## config.mk

```make
export PLATFORM = sky130hd
export DESIGN_NAME = ubrb_regs
export DESIGN_NICKNAME = d
export VERILOG_FILES = /design/src/logic/ubrb_pkg.sv /design/src/logic/ubrb_cor_status.sv /design/src/logic/ubrb_regs.sv
export SDC_FILE = /design/constraint.sdc
export NUM_CORES = 1
export LEC_CHECK = 0
export CAP_MARGIN = 20
export CORE_ASPECT_RATIO = 1.1
export CORE_MARGIN = 2
export CORE_UTILIZATION = 35
export CTS_CLUSTER_SIZE = 28
export DETAILED_ROUTE_END_ITERATION = 12
export DONT_BUFFER_PORTS = 1
export PLACE_DENSITY = 0.57
export SLEW_MARGIN = 15
export SYNTH_ARGS = -nofsm -noshare
export SYNTH_HDL_FRONTEND = slang
export SYNTH_SLANG_ARGS = --single-unit
```

## constraint.sdc

```tcl
create_clock -name core_clk -period 3.85 [get_ports core_clk]
set_input_delay 0.385 -clock core_clk [delete_from_list [all_inputs] [get_ports core_clk]]
set_output_delay 0.385 -clock core_clk [all_outputs]
set_load 0.1 [all_outputs]
```

## src/logic/ubrb_pkg.sv

```systemverilog
package ubrb_pkg;

   // ----------------------------------------------------------------
   // sizes
   // ----------------------------------------------------------------
   localparam int unsigned ADDR_W = 5;
   localparam int unsigned DATA_W = 8;
   localparam int unsigned REG_COUNT = 32;

   // ----------------------------------------------------------------
   // register offsets
   // ----------------------------------------------------------------
   localparam logic [4:0] A_HOLDING = 5'h00;
   localparam logic [4:0] A_INTERRUPT_ENABLE = 5'h01;
   localparam logic [4:0] A_INTERRUPT_STATUS = 5'h02;
   localparam logic [4:0] A_LINE_STATUS_INT_ENABLE = 5'h03;
   localparam logic [4:0] A_LINE_STATUS = 5'h04;
   localparam logic [4:0] A_SPECIAL_CHAR_INT_ENABLE = 5'h05;
   localparam logic [4:0] A_SPECIAL_CHAR_STATUS = 5'h06;
   localparam logic [4:0] A_MISC_STATUS_INT_ENABLE = 5'h07;
   localparam logic [4:0] A_MISC_STATUS = 5'h08;
   localparam logic [4:0] A_MODE_CONTROL_1 = 5'h09;
   localparam logic [4:0] A_MODE_CONTROL_2 = 5'h0A;
   localparam logic [4:0] A_LINE_CONTROL = 5'h0B;
   localparam logic [4:0] A_RECEIVE_TIMEOUT = 5'h0C;
   localparam logic [4:0] A_HALF_DUPLEX_DELAY = 5'h0D;
   localparam logic [4:0] A_INFRARED_CODING_CONTROL = 5'h0E;
   localparam logic [4:0] A_FLOW_HALT_RESUME_LEVELS = 5'h0F;
   localparam logic [4:0] A_FIFO_TRIGGER_LEVELS = 5'h10;
   localparam logic [4:0] A_TX_FILL_COUNT = 5'h11;
   localparam logic [4:0] A_RX_FILL_COUNT = 5'h12;
   localparam logic [4:0] A_FLOW_CONTROL_SETUP = 5'h13;
   localparam logic [4:0] A_RESUME_CHAR_1 = 5'h14;
   localparam logic [4:0] A_RESUME_CHAR_2 = 5'h15;
   localparam logic [4:0] A_PAUSE_CHAR_1 = 5'h16;
   localparam logic [4:0] A_PAUSE_CHAR_2 = 5'h17;
   localparam logic [4:0] A_PIN_DIRECTION_DRIVE = 5'h18;
   localparam logic [4:0] A_PIN_LEVELS = 5'h19;
   localparam logic [4:0] A_MULTIPLIER_PREDIVIDER_CONFIG = 5'h1A;
   localparam logic [4:0] A_BAUD_GENERATOR_CONFIG = 5'h1B;
   localparam logic [4:0] A_BAUD_DIVISOR_LOW = 5'h1C;
   localparam logic [4:0] A_BAUD_DIVISOR_HIGH = 5'h1D;
   localparam logic [4:0] A_CLOCK_SOURCE_SELECT = 5'h1E;
   localparam logic [4:0] A_REVISION_CODE = 5'h1F;

   // ----------------------------------------------------------------
   // reset values, field masks and positions
   // ----------------------------------------------------------------
   localparam logic [7:0] RST_ZERO = 8'h00;
   localparam logic [7:0] RST_INTERRUPT_STATUS = 8'h60;
   localparam logic [7:0] RST_LINE_CONTROL = 8'h05;
   localparam logic [7:0] RST_FIFO_TRIGGER_LEVELS = 8'hFF;
   localparam logic [7:0] RST_MULTIPLIER_PREDIVIDER = 8'h01;
   localparam logic [7:0] RST_BAUD_DIVISOR_LOW = 8'h01;
   localparam logic [7:0] RST_CLOCK_SOURCE_SELECT = 8'h08;
   localparam logic [7:0] MASK_ALL = 8'hFF;
   localparam logic [7:0] MASK_LOW6 = 8'h3F;
   localparam logic [7:0] MASK_LINE_STATUS = 8'hBF;
   localparam logic [7:0] MASK_MISC_ENABLE = 8'h6F;
   localparam logic [7:0] MASK_MISC_LATCHED = 8'h4F;
   localparam logic [7:0] MASK_CLOCK_SOURCE = 8'h9F;
   localparam int unsigned CLOCK_READY_BIT = 5;
   localparam int unsigned FIFO_FLUSH_BIT = 1;

   // ----------------------------------------------------------------
   // carriers
   // ----------------------------------------------------------------
   typedef struct packed {
      logic rd;
      logic wr;
      logic [4:0] addr;
      logic [7:0] wdata;
   } ubrb_host_req_t;

   typedef struct packed {
      logic [7:0] interrupt_enable;
      logic [7:0] line_status_int_enable;
      logic [7:0] special_char_int_enable;
      logic [7:0] misc_status_int_enable;
      logic [7:0] mode_control_1;
      logic [7:0] mode_control_2;
      logic [7:0] line_control;
      logic [7:0] receive_timeout;
      logic [7:0] half_duplex_delay;
      logic [7:0] infrared_coding_control;
      logic [7:0] flow_halt_resume_levels;
      logic [7:0] fifo_trigger_levels;
      logic [7:0] flow_control_setup;
      logic [7:0] resume_char_1;
      logic [7:0] resume_char_2;
      logic [7:0] pause_char_1;
      logic [7:0] pause_char_2;
      logic [7:0] pin_direction_drive;
      logic [7:0] pin_levels;
      logic [7:0] multiplier_predivider_config;
      logic [7:0] baud_generator_config;
      logic [7:0] baud_divisor_low;
      logic [7:0] baud_divisor_high;
      logic [7:0] clock_source_select;
   } ubrb_cfg_t;

   // ----------------------------------------------------------------
   // decoding of the plain read/write registers
   // ----------------------------------------------------------------
   function automatic logic [7:0] rw_mask(input logic [4:0] a);
      logic [7:0] m;
      m = MASK_ALL;
      unique case (a)
         A_HOLDING, A_INTERRUPT_STATUS, A_LINE_STATUS,
         A_SPECIAL_CHAR_STATUS, A_MISC_STATUS, A_TX_FILL_COUNT,
         A_RX_FILL_COUNT, A_REVISION_CODE: m = 8'h00;
         A_LINE_STATUS_INT_ENABLE, A_SPECIAL_CHAR_INT_ENABLE,
         A_INFRARED_CODING_CONTROL, A_BAUD_GENERATOR_CONFIG: m = MASK_LOW6;
         A_MISC_STATUS_INT_ENABLE: m = MASK_MISC_ENABLE;
         A_CLOCK_SOURCE_SELECT: m = MASK_CLOCK_SOURCE;
         default: m = MASK_ALL;
      endcase
      return m;
   endfunction

   function automatic logic [7:0] rw_reset(input logic [4:0] a);
      logic [7:0] v;
      v = RST_ZERO;
      unique case (a)
         A_LINE_CONTROL: v = RST_LINE_CONTROL;
         A_FIFO_TRIGGER_LEVELS: v = RST_FIFO_TRIGGER_LEVELS;
         A_MULTIPLIER_PREDIVIDER_CONFIG: v = RST_MULTIPLIER_PREDIVIDER;
         A_BAUD_DIVISOR_LOW: v = RST_BAUD_DIVISOR_LOW;
         A_CLOCK_SOURCE_SELECT: v = RST_CLOCK_SOURCE_SELECT;
         default: v = RST_ZERO;
      endcase
      return v;
   endfunction

endpackage

```

## src/logic/ubrb_cor_status.sv

```systemverilog
// sticky status byte that clears its latched bits when read
module ubrb_cor_status #(
   parameter logic [7:0] RESET_VALUE = 8'h00,
   parameter logic [7:0] LATCH_MASK = 8'hFF
) (
   // clock and reset
   input wire logic core_clk,
   input wire logic rst,
   // events and clear
   input wire logic [7:0] set_bits,
   input wire logic read_clear,
   // state
   output logic [7:0] value
);

   // ----------------------------------------------------------------
   // latch
   // ----------------------------------------------------------------
   always_ff @(posedge core_clk)
   begin
      if (rst)
         value <= RESET_VALUE;
      else if (read_clear)
         value <= (value & ~LATCH_MASK) | (set_bits & LATCH_MASK);
      else
         value <= value | (set_bits & LATCH_MASK);
   end

   // ----------------------------------------------------------------
   // checks
   // ----------------------------------------------------------------
   property p_cor_clear;
      @(posedge core_clk) disable iff (rst)
      read_clear && (set_bits == 8'h00) |=> value == 8'h00;
   endproperty
   a_cor_clear: assert property (p_cor_clear)
      else $error("read did not clear status");

   property p_set_wins;
      @(posedge core_clk) disable iff (rst)
      read_clear |=> (value & LATCH_MASK) == ($past(set_bits) & LATCH_MASK);
   endproperty
   a_set_wins: assert property (p_set_wins)
      else $error("event lost during clearing read");

endmodule

```

## src/logic/ubrb_regs.sv

```systemverilog
// Notes on behaviour
// - unlisted registers reset to zero
// - plain registers read back last masked write
// - interrupt status resets 0x60, line control 0x05
// - trigger levels reset 0xFF, multiplier 0x01
// - divisor low resets 0x01, clock source 0x08
// - interrupt and special status clear on read
// - misc status clears on read, line status not
// - fill counts are read-only live values
// - revision is fixed nonzero, read-only
// - all registers eight bits over host port
// - receive read pops oldest receive word
// - transmit write pushes byte into transmit fifo
// - mode two flush bit clears both fifos
module ubrb_regs #(
   // arbitrary nonzero identification value
   parameter logic [7:0] REVISION_CODE = 8'h5C
) (
   // clock and reset
   input wire logic core_clk,
   input wire logic rst,
   // host register port
   input wire ubrb_pkg::ubrb_host_req_t host_req,
   output logic [7:0] host_rdata,
   // receive fifo
   input wire logic [7:0] rx_head_data,
   input wire logic [7:0] rx_count,
   output logic rx_pop,
   // transmit fifo
   input wire logic [7:0] tx_count,
   output logic tx_push,
   output logic [7:0] tx_push_data,
   // fifo flush
   output logic fifo_flush,
   // status sources
   input wire logic [7:0] interrupt_events,
   input wire logic [7:0] line_status,
   input wire logic [7:0] special_char_events,
   input wire logic [7:0] misc_events,
   input wire logic clock_ready,
   // configuration
   output ubrb_pkg::ubrb_cfg_t cfg
);

   logic [7:0] rw_q [ubrb_pkg::REG_COUNT];
   logic [7:0] read_value;
   logic [7:0] interrupt_status;
   logic [7:0] special_char_status;
   logic [7:0] misc_status;
   logic [7:0] misc_view;
   logic rd_interrupt_status;
   logic rd_special_char_status;
   logic rd_misc_status;
   logic wr_holding;

   // ----------------------------------------------------------------
   // access decode
   // ----------------------------------------------------------------
   function automatic logic hit(input ubrb_pkg::ubrb_host_req_t r,
                                input logic is_read,
                                input logic [4:0] a);
      logic strobe;
      strobe = is_read ? r.rd : r.wr;
      return strobe && (r.addr == a);
   endfunction

   assign rd_interrupt_status =
      hit(host_req, 1'b1, ubrb_pkg::A_INTERRUPT_STATUS);
   assign rd_special_char_status =
      hit(host_req, 1'b1, ubrb_pkg::A_SPECIAL_CHAR_STATUS);
   assign rd_misc_status = hit(host_req, 1'b1, ubrb_pkg::A_MISC_STATUS);
   assign wr_holding = hit(host_req, 1'b0, ubrb_pkg::A_HOLDING);

   // ----------------------------------------------------------------
   // plain read/write registers
   // ----------------------------------------------------------------
   // non read/write slots have a zero mask, so writes there are dropped
   always_ff @(posedge core_clk)
   begin
      if (rst)
      begin
         for (int i = 0; i < ubrb_pkg::REG_COUNT; i++)
            rw_q[i] <= ubrb_pkg::rw_reset(5'(i));
      end
      else if (host_req.wr &&
               ubrb_pkg::rw_mask(host_req.addr) != 8'h00)
      begin
         rw_q[host_req.addr] <=
            host_req.wdata & ubrb_pkg::rw_mask(host_req.addr);
      end
   end

   // ----------------------------------------------------------------
   // configuration outputs
   // ----------------------------------------------------------------
   always_comb
   begin
      cfg.interrupt_enable = rw_q[ubrb_pkg::A_INTERRUPT_ENABLE];
      cfg.line_status_int_enable = rw_q[ubrb_pkg::A_LINE_STATUS_INT_ENABLE];
      cfg.special_char_int_enable =
         rw_q[ubrb_pkg::A_SPECIAL_CHAR_INT_ENABLE];
      cfg.misc_status_int_enable = rw_q[ubrb_pkg::A_MISC_STATUS_INT_ENABLE];
      cfg.mode_control_1 = rw_q[ubrb_pkg::A_MODE_CONTROL_1];
      cfg.mode_control_2 = rw_q[ubrb_pkg::A_MODE_CONTROL_2];
      cfg.line_control = rw_q[ubrb_pkg::A_LINE_CONTROL];
      cfg.receive_timeout = rw_q[ubrb_pkg::A_RECEIVE_TIMEOUT];
      cfg.half_duplex_delay = rw_q[ubrb_pkg::A_HALF_DUPLEX_DELAY];
      cfg.infrared_coding_control =
         rw_q[ubrb_pkg::A_INFRARED_CODING_CONTROL];
      cfg.flow_halt_resume_levels =
         rw_q[ubrb_pkg::A_FLOW_HALT_RESUME_LEVELS];
      cfg.fifo_trigger_levels = rw_q[ubrb_pkg::A_FIFO_TRIGGER_LEVELS];
      cfg.flow_control_setup = rw_q[ubrb_pkg::A_FLOW_CONTROL_SETUP];
      cfg.resume_char_1 = rw_q[ubrb_pkg::A_RESUME_CHAR_1];
      cfg.resume_char_2 = rw_q[ubrb_pkg::A_RESUME_CHAR_2];
      cfg.pause_char_1 = rw_q[ubrb_pkg::A_PAUSE_CHAR_1];
      cfg.pause_char_2 = rw_q[ubrb_pkg::A_PAUSE_CHAR_2];
      cfg.pin_direction_drive = rw_q[ubrb_pkg::A_PIN_DIRECTION_DRIVE];
      cfg.pin_levels = rw_q[ubrb_pkg::A_PIN_LEVELS];
      cfg.multiplier_predivider_config =
         rw_q[ubrb_pkg::A_MULTIPLIER_PREDIVIDER_CONFIG];
      cfg.baud_generator_config = rw_q[ubrb_pkg::A_BAUD_GENERATOR_CONFIG];
      cfg.baud_divisor_low = rw_q[ubrb_pkg::A_BAUD_DIVISOR_LOW];
      cfg.baud_divisor_high = rw_q[ubrb_pkg::A_BAUD_DIVISOR_HIGH];
      cfg.clock_source_select = rw_q[ubrb_pkg::A_CLOCK_SOURCE_SELECT];
   end

   // ----------------------------------------------------------------
   // clear-on-read status
   // ----------------------------------------------------------------
   ubrb_cor_status #(
      .RESET_VALUE(ubrb_pkg::RST_INTERRUPT_STATUS),
      .LATCH_MASK(ubrb_pkg::MASK_ALL)
   ) u_interrupt_status (
      .core_clk(core_clk),
      .rst(rst),
      .set_bits(interrupt_events),
      .read_clear(rd_interrupt_status),
      .value(interrupt_status)
   );

   ubrb_cor_status #(
      .RESET_VALUE(ubrb_pkg::RST_ZERO),
      .LATCH_MASK(ubrb_pkg::MASK_LOW6)
   ) u_special_char_status (
      .core_clk(core_clk),
      .rst(rst),
      .set_bits(special_char_events),
      .read_clear(rd_special_char_status),
      .value(special_char_status)
   );

   // clock-ready is a live level; bits 0-3 and 6 latch, bits 4 and 7 read zero
   ubrb_cor_status #(
      .RESET_VALUE(ubrb_pkg::RST_ZERO),
      .LATCH_MASK(ubrb_pkg::MASK_MISC_LATCHED)
   ) u_misc_status (
      .core_clk(core_clk),
      .rst(rst),
      .set_bits(misc_events),
      .read_clear(rd_misc_status),
      .value(misc_status)
   );

   always_comb
   begin
      misc_view = misc_status;
      misc_view[ubrb_pkg::CLOCK_READY_BIT] = clock_ready;
   end

   // ----------------------------------------------------------------
   // read path
   // ----------------------------------------------------------------
   always_comb
   begin
      unique case (host_req.addr)
         ubrb_pkg::A_HOLDING: read_value = rx_head_data;
         ubrb_pkg::A_INTERRUPT_STATUS: read_value = interrupt_status;
         ubrb_pkg::A_LINE_STATUS:
            read_value = line_status & ubrb_pkg::MASK_LINE_STATUS;
         ubrb_pkg::A_SPECIAL_CHAR_STATUS: read_value = special_char_status;
         ubrb_pkg::A_MISC_STATUS: read_value = misc_view;
         ubrb_pkg::A_TX_FILL_COUNT: read_value = tx_count;
         ubrb_pkg::A_RX_FILL_COUNT: read_value = rx_count;
         ubrb_pkg::A_REVISION_CODE: read_value = REVISION_CODE;
         default: read_value = rw_q[host_req.addr];
      endcase
   end

   // the pre-clear value is captured on the same edge that clears
   always_ff @(posedge core_clk)
   begin
      if (rst)
         host_rdata <= 8'h00;
      else if (host_req.rd)
         host_rdata <= read_value;
   end

   // ----------------------------------------------------------------
   // fifo side effects
   // ----------------------------------------------------------------
   // a read of an empty receive fifo does not pop
   assign rx_pop = hit(host_req, 1'b1, ubrb_pkg::A_HOLDING) &&
                   (rx_count != 8'h00);

   always_ff @(posedge core_clk)
   begin
      if (rst)
         tx_push <= 1'b0;
      else
         tx_push <= wr_holding;
   end

   always_ff @(posedge core_clk)
   begin
      if (rst)
         tx_push_data <= 8'h00;
      else if (wr_holding)
         tx_push_data <= host_req.wdata;
   end

   always_ff @(posedge core_clk)
   begin
      if (rst)
         fifo_flush <= 1'b0;
      else
         fifo_flush <= hit(host_req, 1'b0, ubrb_pkg::A_MODE_CONTROL_2) &&
                       host_req.wdata[ubrb_pkg::FIFO_FLUSH_BIT];
   end

   // ----------------------------------------------------------------
   // checks
   // ----------------------------------------------------------------
   property p_reset_values;
      @(posedge core_clk)
      rst |=> interrupt_status == 8'h60 && cfg.line_control == 8'h05;
   endproperty
   a_reset_values: assert property (p_reset_values)
      else $error("wrong reset of status or line control");

   property p_reset_clock;
      @(posedge core_clk)
      rst |=> cfg.fifo_trigger_levels == 8'hFF &&
              cfg.multiplier_predivider_config == 8'h01 &&
              cfg.baud_divisor_low == 8'h01 &&
              cfg.clock_source_select == 8'h08 &&
              cfg.mode_control_1 == 8'h00;
   endproperty
   a_reset_clock: assert property (p_reset_clock)
      else $error("wrong reset of clock or trigger registers");

   property p_readback;
      @(posedge core_clk) disable iff (rst)
      (host_req.wr && host_req.addr == 5'h0C) ##1
      (host_req.rd && !host_req.wr && host_req.addr == 5'h0C)
      |=> host_rdata == $past(host_req.wdata, 2);
   endproperty
   a_readback: assert property (p_readback)
      else $error("register did not read back last write");

   property p_pop;
      @(posedge core_clk) disable iff (rst)
      rx_pop |-> host_req.rd && host_req.addr == 5'h00 &&
                 rx_count != 8'h00;
   endproperty
   a_pop: assert property (p_pop)
      else $error("receive pop without holding read");

   property p_push;
      @(posedge core_clk) disable iff (rst)
      host_req.wr && host_req.addr == 5'h00
      |=> tx_push && tx_push_data == $past(host_req.wdata);
   endproperty
   a_push: assert property (p_push)
      else $error("transmit write did not push byte");

   property p_flush;
      @(posedge core_clk) disable iff (rst)
      $rose(fifo_flush) |-> $past(host_req.wr) &&
         $past(host_req.addr) == 5'h0A && $past(host_req.wdata[1]);
   endproperty
   a_flush: assert property (p_flush)
      else $error("flush pulse without flush write");

   property p_revision;
      @(posedge core_clk) disable iff (rst)
      host_req.rd && host_req.addr == 5'h1F
      |=> host_rdata == REVISION_CODE && host_rdata != 8'h00;
   endproperty
   a_revision: assert property (p_revision)
      else $error("revision read wrong");

   property p_spare_bits;
      @(posedge core_clk) disable iff (rst)
      host_req.rd && (host_req.addr == 5'h03 || host_req.addr == 5'h04)
      |=> host_rdata[6] == 1'b0;
   endproperty
   a_spare_bits: assert property (p_spare_bits)
      else $error("spare bit read nonzero");

   property p_fill;
      @(posedge core_clk) disable iff (rst)
      host_req.rd && host_req.addr == 5'h12
      |=> host_rdata == $past(rx_count);
   endproperty
   a_fill: assert property (p_fill)
      else $error("fill count read wrong");

   property p_holding_read;
      @(posedge core_clk) disable iff (rst)
      host_req.rd && host_req.addr == ubrb_pkg::A_HOLDING
      |=> host_rdata == $past(rx_head_data);
   endproperty
   a_holding_read: assert property (p_holding_read)
      else $error("holding read did not return receive word");

   property p_cfg_write;
      @(posedge core_clk) disable iff (rst)
      host_req.wr && host_req.addr == ubrb_pkg::A_LINE_CONTROL
      |=> cfg.line_control == $past(host_req.wdata);
   endproperty
   a_cfg_write: assert property (p_cfg_write)
      else $error("line control write not applied");

   property p_flush_req;
      @(posedge core_clk) disable iff (rst)
      host_req.wr && host_req.addr == ubrb_pkg::A_MODE_CONTROL_2 &&
      host_req.wdata[ubrb_pkg::FIFO_FLUSH_BIT]
      |=> fifo_flush;
   endproperty
   a_flush_req: assert property (p_flush_req)
      else $error("flush write gave no flush pulse");

   property p_misc_ready;
      @(posedge core_clk) disable iff (rst)
      host_req.rd && host_req.addr == ubrb_pkg::A_MISC_STATUS
      |=> host_rdata[ubrb_pkg::CLOCK_READY_BIT] == $past(clock_ready);
   endproperty
   a_misc_ready: assert property (p_misc_ready)
      else $error("clock ready bit read wrong");

   property p_reset_outputs;
      @(posedge core_clk)
      rst |=> host_rdata == 8'h00 && !tx_push && !fifo_flush &&
              misc_status == 8'h00;
   endproperty
   a_reset_outputs: assert property (p_reset_outputs)
      else $error("wrong reset of outputs or status");

endmodule

```

==> impl_results.md <==
- Run status: completed
- Clk pin slew, worst setup/hold paths: 60 ps
- CTS H-tree lvls: 2
- Place WS: 577 ps
- Worst-Skew Late Latency: 520 ps
- Asr flop ratio synth: 0%
- Post-CTS setup buffers: 0
- FP Rows: 75
- Most frequent cells in the layout: edfxtp_1 (256), buf_4 (169), nor2_1 (159), nor3_1 (96), nand2_1 (93)
- Syn_area_per_cell: 12.7 um2
- Final nets: 1,296
- Fin cells: 1,742
- RSZ-0062 raised after global routing: false
- Setup TNS: 0 ps
- Clk buf depth: 3
- Final hold violations: 0
- Boundary Pins: 285
- Post-Route WL: 48.0 mm
- Die Span Y: 211 um
- CP required: 4130 ps
- Grt ovf: 0
- Die W: 192 um
- FF-to-FF path depth: 5
- Num CTS Buffers: 35
- Final setup margin: 1040 ps
- Maxcap violations: 0
- Global-route wire length before repair: 67.9 mm
- #FFs+latches synth: 293
- GRT Total Usage: 23.3%
- Seq/Total Area, Yosys: 62.0%
- Tot Pwr: 8930 uW
- Initial antenna violation count: 1
- CTS tree: built
- Origin of the critical flop-to-flop path: rw_q[20][0]
- FMAX: 0.356 GHz
- Slew Viols, Final: 0
- Lkg Pwr: 0.00577 uW
- Hpwl dp: 33.4 mm
- Reg2reg setup slack: 1360 ps
- Initial drt markers: 853
- Critical hold path startpoint: host_req[0]
- Leading register cell type out of synthesis: edfxtp_1
- IO buf count: 0
- Routed vias: 9,851
- Placed cell count: 1,654
- Worst hold stages: 2
- WP data arrival: 3090 ps
- Post-DR wirelength/cell: 27.5 um
- Sink Count: 293
- R2R Path End: host_rdata[0]
- Synth warn: 0
- Total power divided by cell area: 540 nW/um2
- Worst vdd ir: 0.440 mV
- DRC violations left: 0
- Initial Util: 35.6%
- WHS Endpoint: tx_push_data[0]
- Largest net degree at the start of global routing: 80
- Final min period: 2810 ps
- Core ar.: 38,200 um2
- Synthesized cell area: 13,600 um2
- Placer Congestion: 0.888
- CTS root buf: clkbuf_16
- Crit end category: flip-flop
- CTS resizes: 0
- Fillers: 3,524
- Share of cells above drive strength 1: 24.7%
- Die Area: 40,400 um2
- Worst Tran Pin Value: 1120 ps
- Slew margin rel.: 25.3%
- Period utilization: 73.0%
- Commonest non-fill, non-tap cell in the layout: edfxtp_1
- WS Path Type: primary input to flip-flop
- Setup Viol. Count Final: 0
- Vias in the first global route: 10,000
- Vias per cell: 5.65
- EDFF count, synth: 256
- Antenna cells: 0
- Detailed Routing Iterations Pass 1: 6
- Yosys cell types: 54
- Routed Antenna Nets: 0
- Synth Instances: 1,071
- Crit Path Max Fanout: 62
- Critical path startpoint category: primary input
- Hold buffers post-CTS: 21
- Hold/Removal Path Class: primary input to flip-flop
- Maximum clock skew at final layout: 11.2 ps
- Area delta synth->final: 21.8%
-- worst max-delay path, cell delays in order --
cell and delay (ps):
inv_1 160, ha_1 370, nand3b_1 80, a21oi_1 340, a311oi_2 100, nor4_4 490
buf_4 280, buf_4 260, o21ai_0 290, buf_4 280
-- logic make-up (layout without fill, tap and decap cells) --
family | Yosys count | in the layout | synth area share, %
compound gates | 125 | 125 | 6.26
fa+ha+maj | 6 | 6 | 0.552
buf+inv | 107 | 265 | 3.67
flops | 293 | 293 | 62.0
mux | 92 | 92 | 12.2
other cells | 1 | 14 | 0.0276
simple gates | 447 | 447 | 15.3
-- final cells by class --
type / instances / area, um2 / share of cell area [%]
repair buffers: 195 / 1540 / 9.29
clock buffers: 46 / 980 / 5.92
multi-input cells: 684 / 4720 / 28.5
clock inverters: 17 / 236 / 1.43
well taps: 500 / 626 / 3.78
flip-flops and latches: 293 / 8430 / 50.9
inverters: 7 / 26.3 / 0.159
-- how the worst max path moves through the flow --
stage	startpoint	endpoint	slack, ps	cells past startpoint
2_1_floorplan	host_req[8]	rx_pop	30	10
3_3_place_gp	host_req[9]	rw_q[6][2]	640	10
3_5_place_dp	host_req[9]	rw_q[19][2]	580	8
4_1_cts	host_req[9]	rw_q[4][1]	1110	10
5_1_grt	host_req[9]	rw_q[4][0]	920	10
6_report	host_req[9]	rw_q[4][1]	1040	10
-- power breakdown --
part	switching, uW	leakage [uW]	internal [uW]
combinational	997	0.00242	335
clock	1320	0.000593	2190
sequential	458	0.00275	3630
total	2780	0.00577	6160
-- cell usage after synthesis (8+ instances only) --
master	number	area share (%)
a211oi_1	14	0.77
a21oi_1	31	1.1
a22oi_1	15	0.83
buf_2	21	0.77
buf_4	19	1.0
clkbuf_1	54	1.5
dfxtp_1	37	5.4
edfxtp_1	256	57
mux2_2	12	0.99
mux2i_1	22	1.6
mux4_2	58	9.6
nand2_1	93	2.6
nand3_1	22	0.81
nand3b_1	11	0.61
nor2_1	159	4.4
nor2b_1	8	0.37
nor3_1	96	3.5
nor4_1	26	1.2
o21ai_0	26	0.96
-- sequential cells by signal (all words and copies together), names as in the netlist --
| register | cells |
|---|---|
| u_special_char_status.value | 6 |
| u_misc_status.value | 5 |
| tx_push_data | 8 |
| rw_q | 256 |
| fifo_flush | 1 |
| tx_push | 1 |
| host_rdata | 8 |
| u_interrupt_status.value | 8 |
-- through the flow --
step | instance area, um2 | hold WS, ps | utilization, %
final | 16600 | 20.5 | 43.4
after global routing | 16600 | 6.25 | 43.4
after global placement | 15100 | 446 | 39.5
after floorplan | 13600 | 431 | -
after detailed placement | 15100 | 455 | 39.5
after CTS | 16500 | 2.73 | 43.3
-- routing by layer --
metal | up-vias | track usage, % | part of all wire, %
met2 | 444 | 38.7 | 48
met5 | - | 0 | 0
met3 | 100 | 7.19 | 9.5
met1 | 4962 | 28.1 | 38
li1 | 4345 | - | -
met4 | 0 | 9.66 | 4.0
Note: power is estimated with default switching activity, not from simulation.
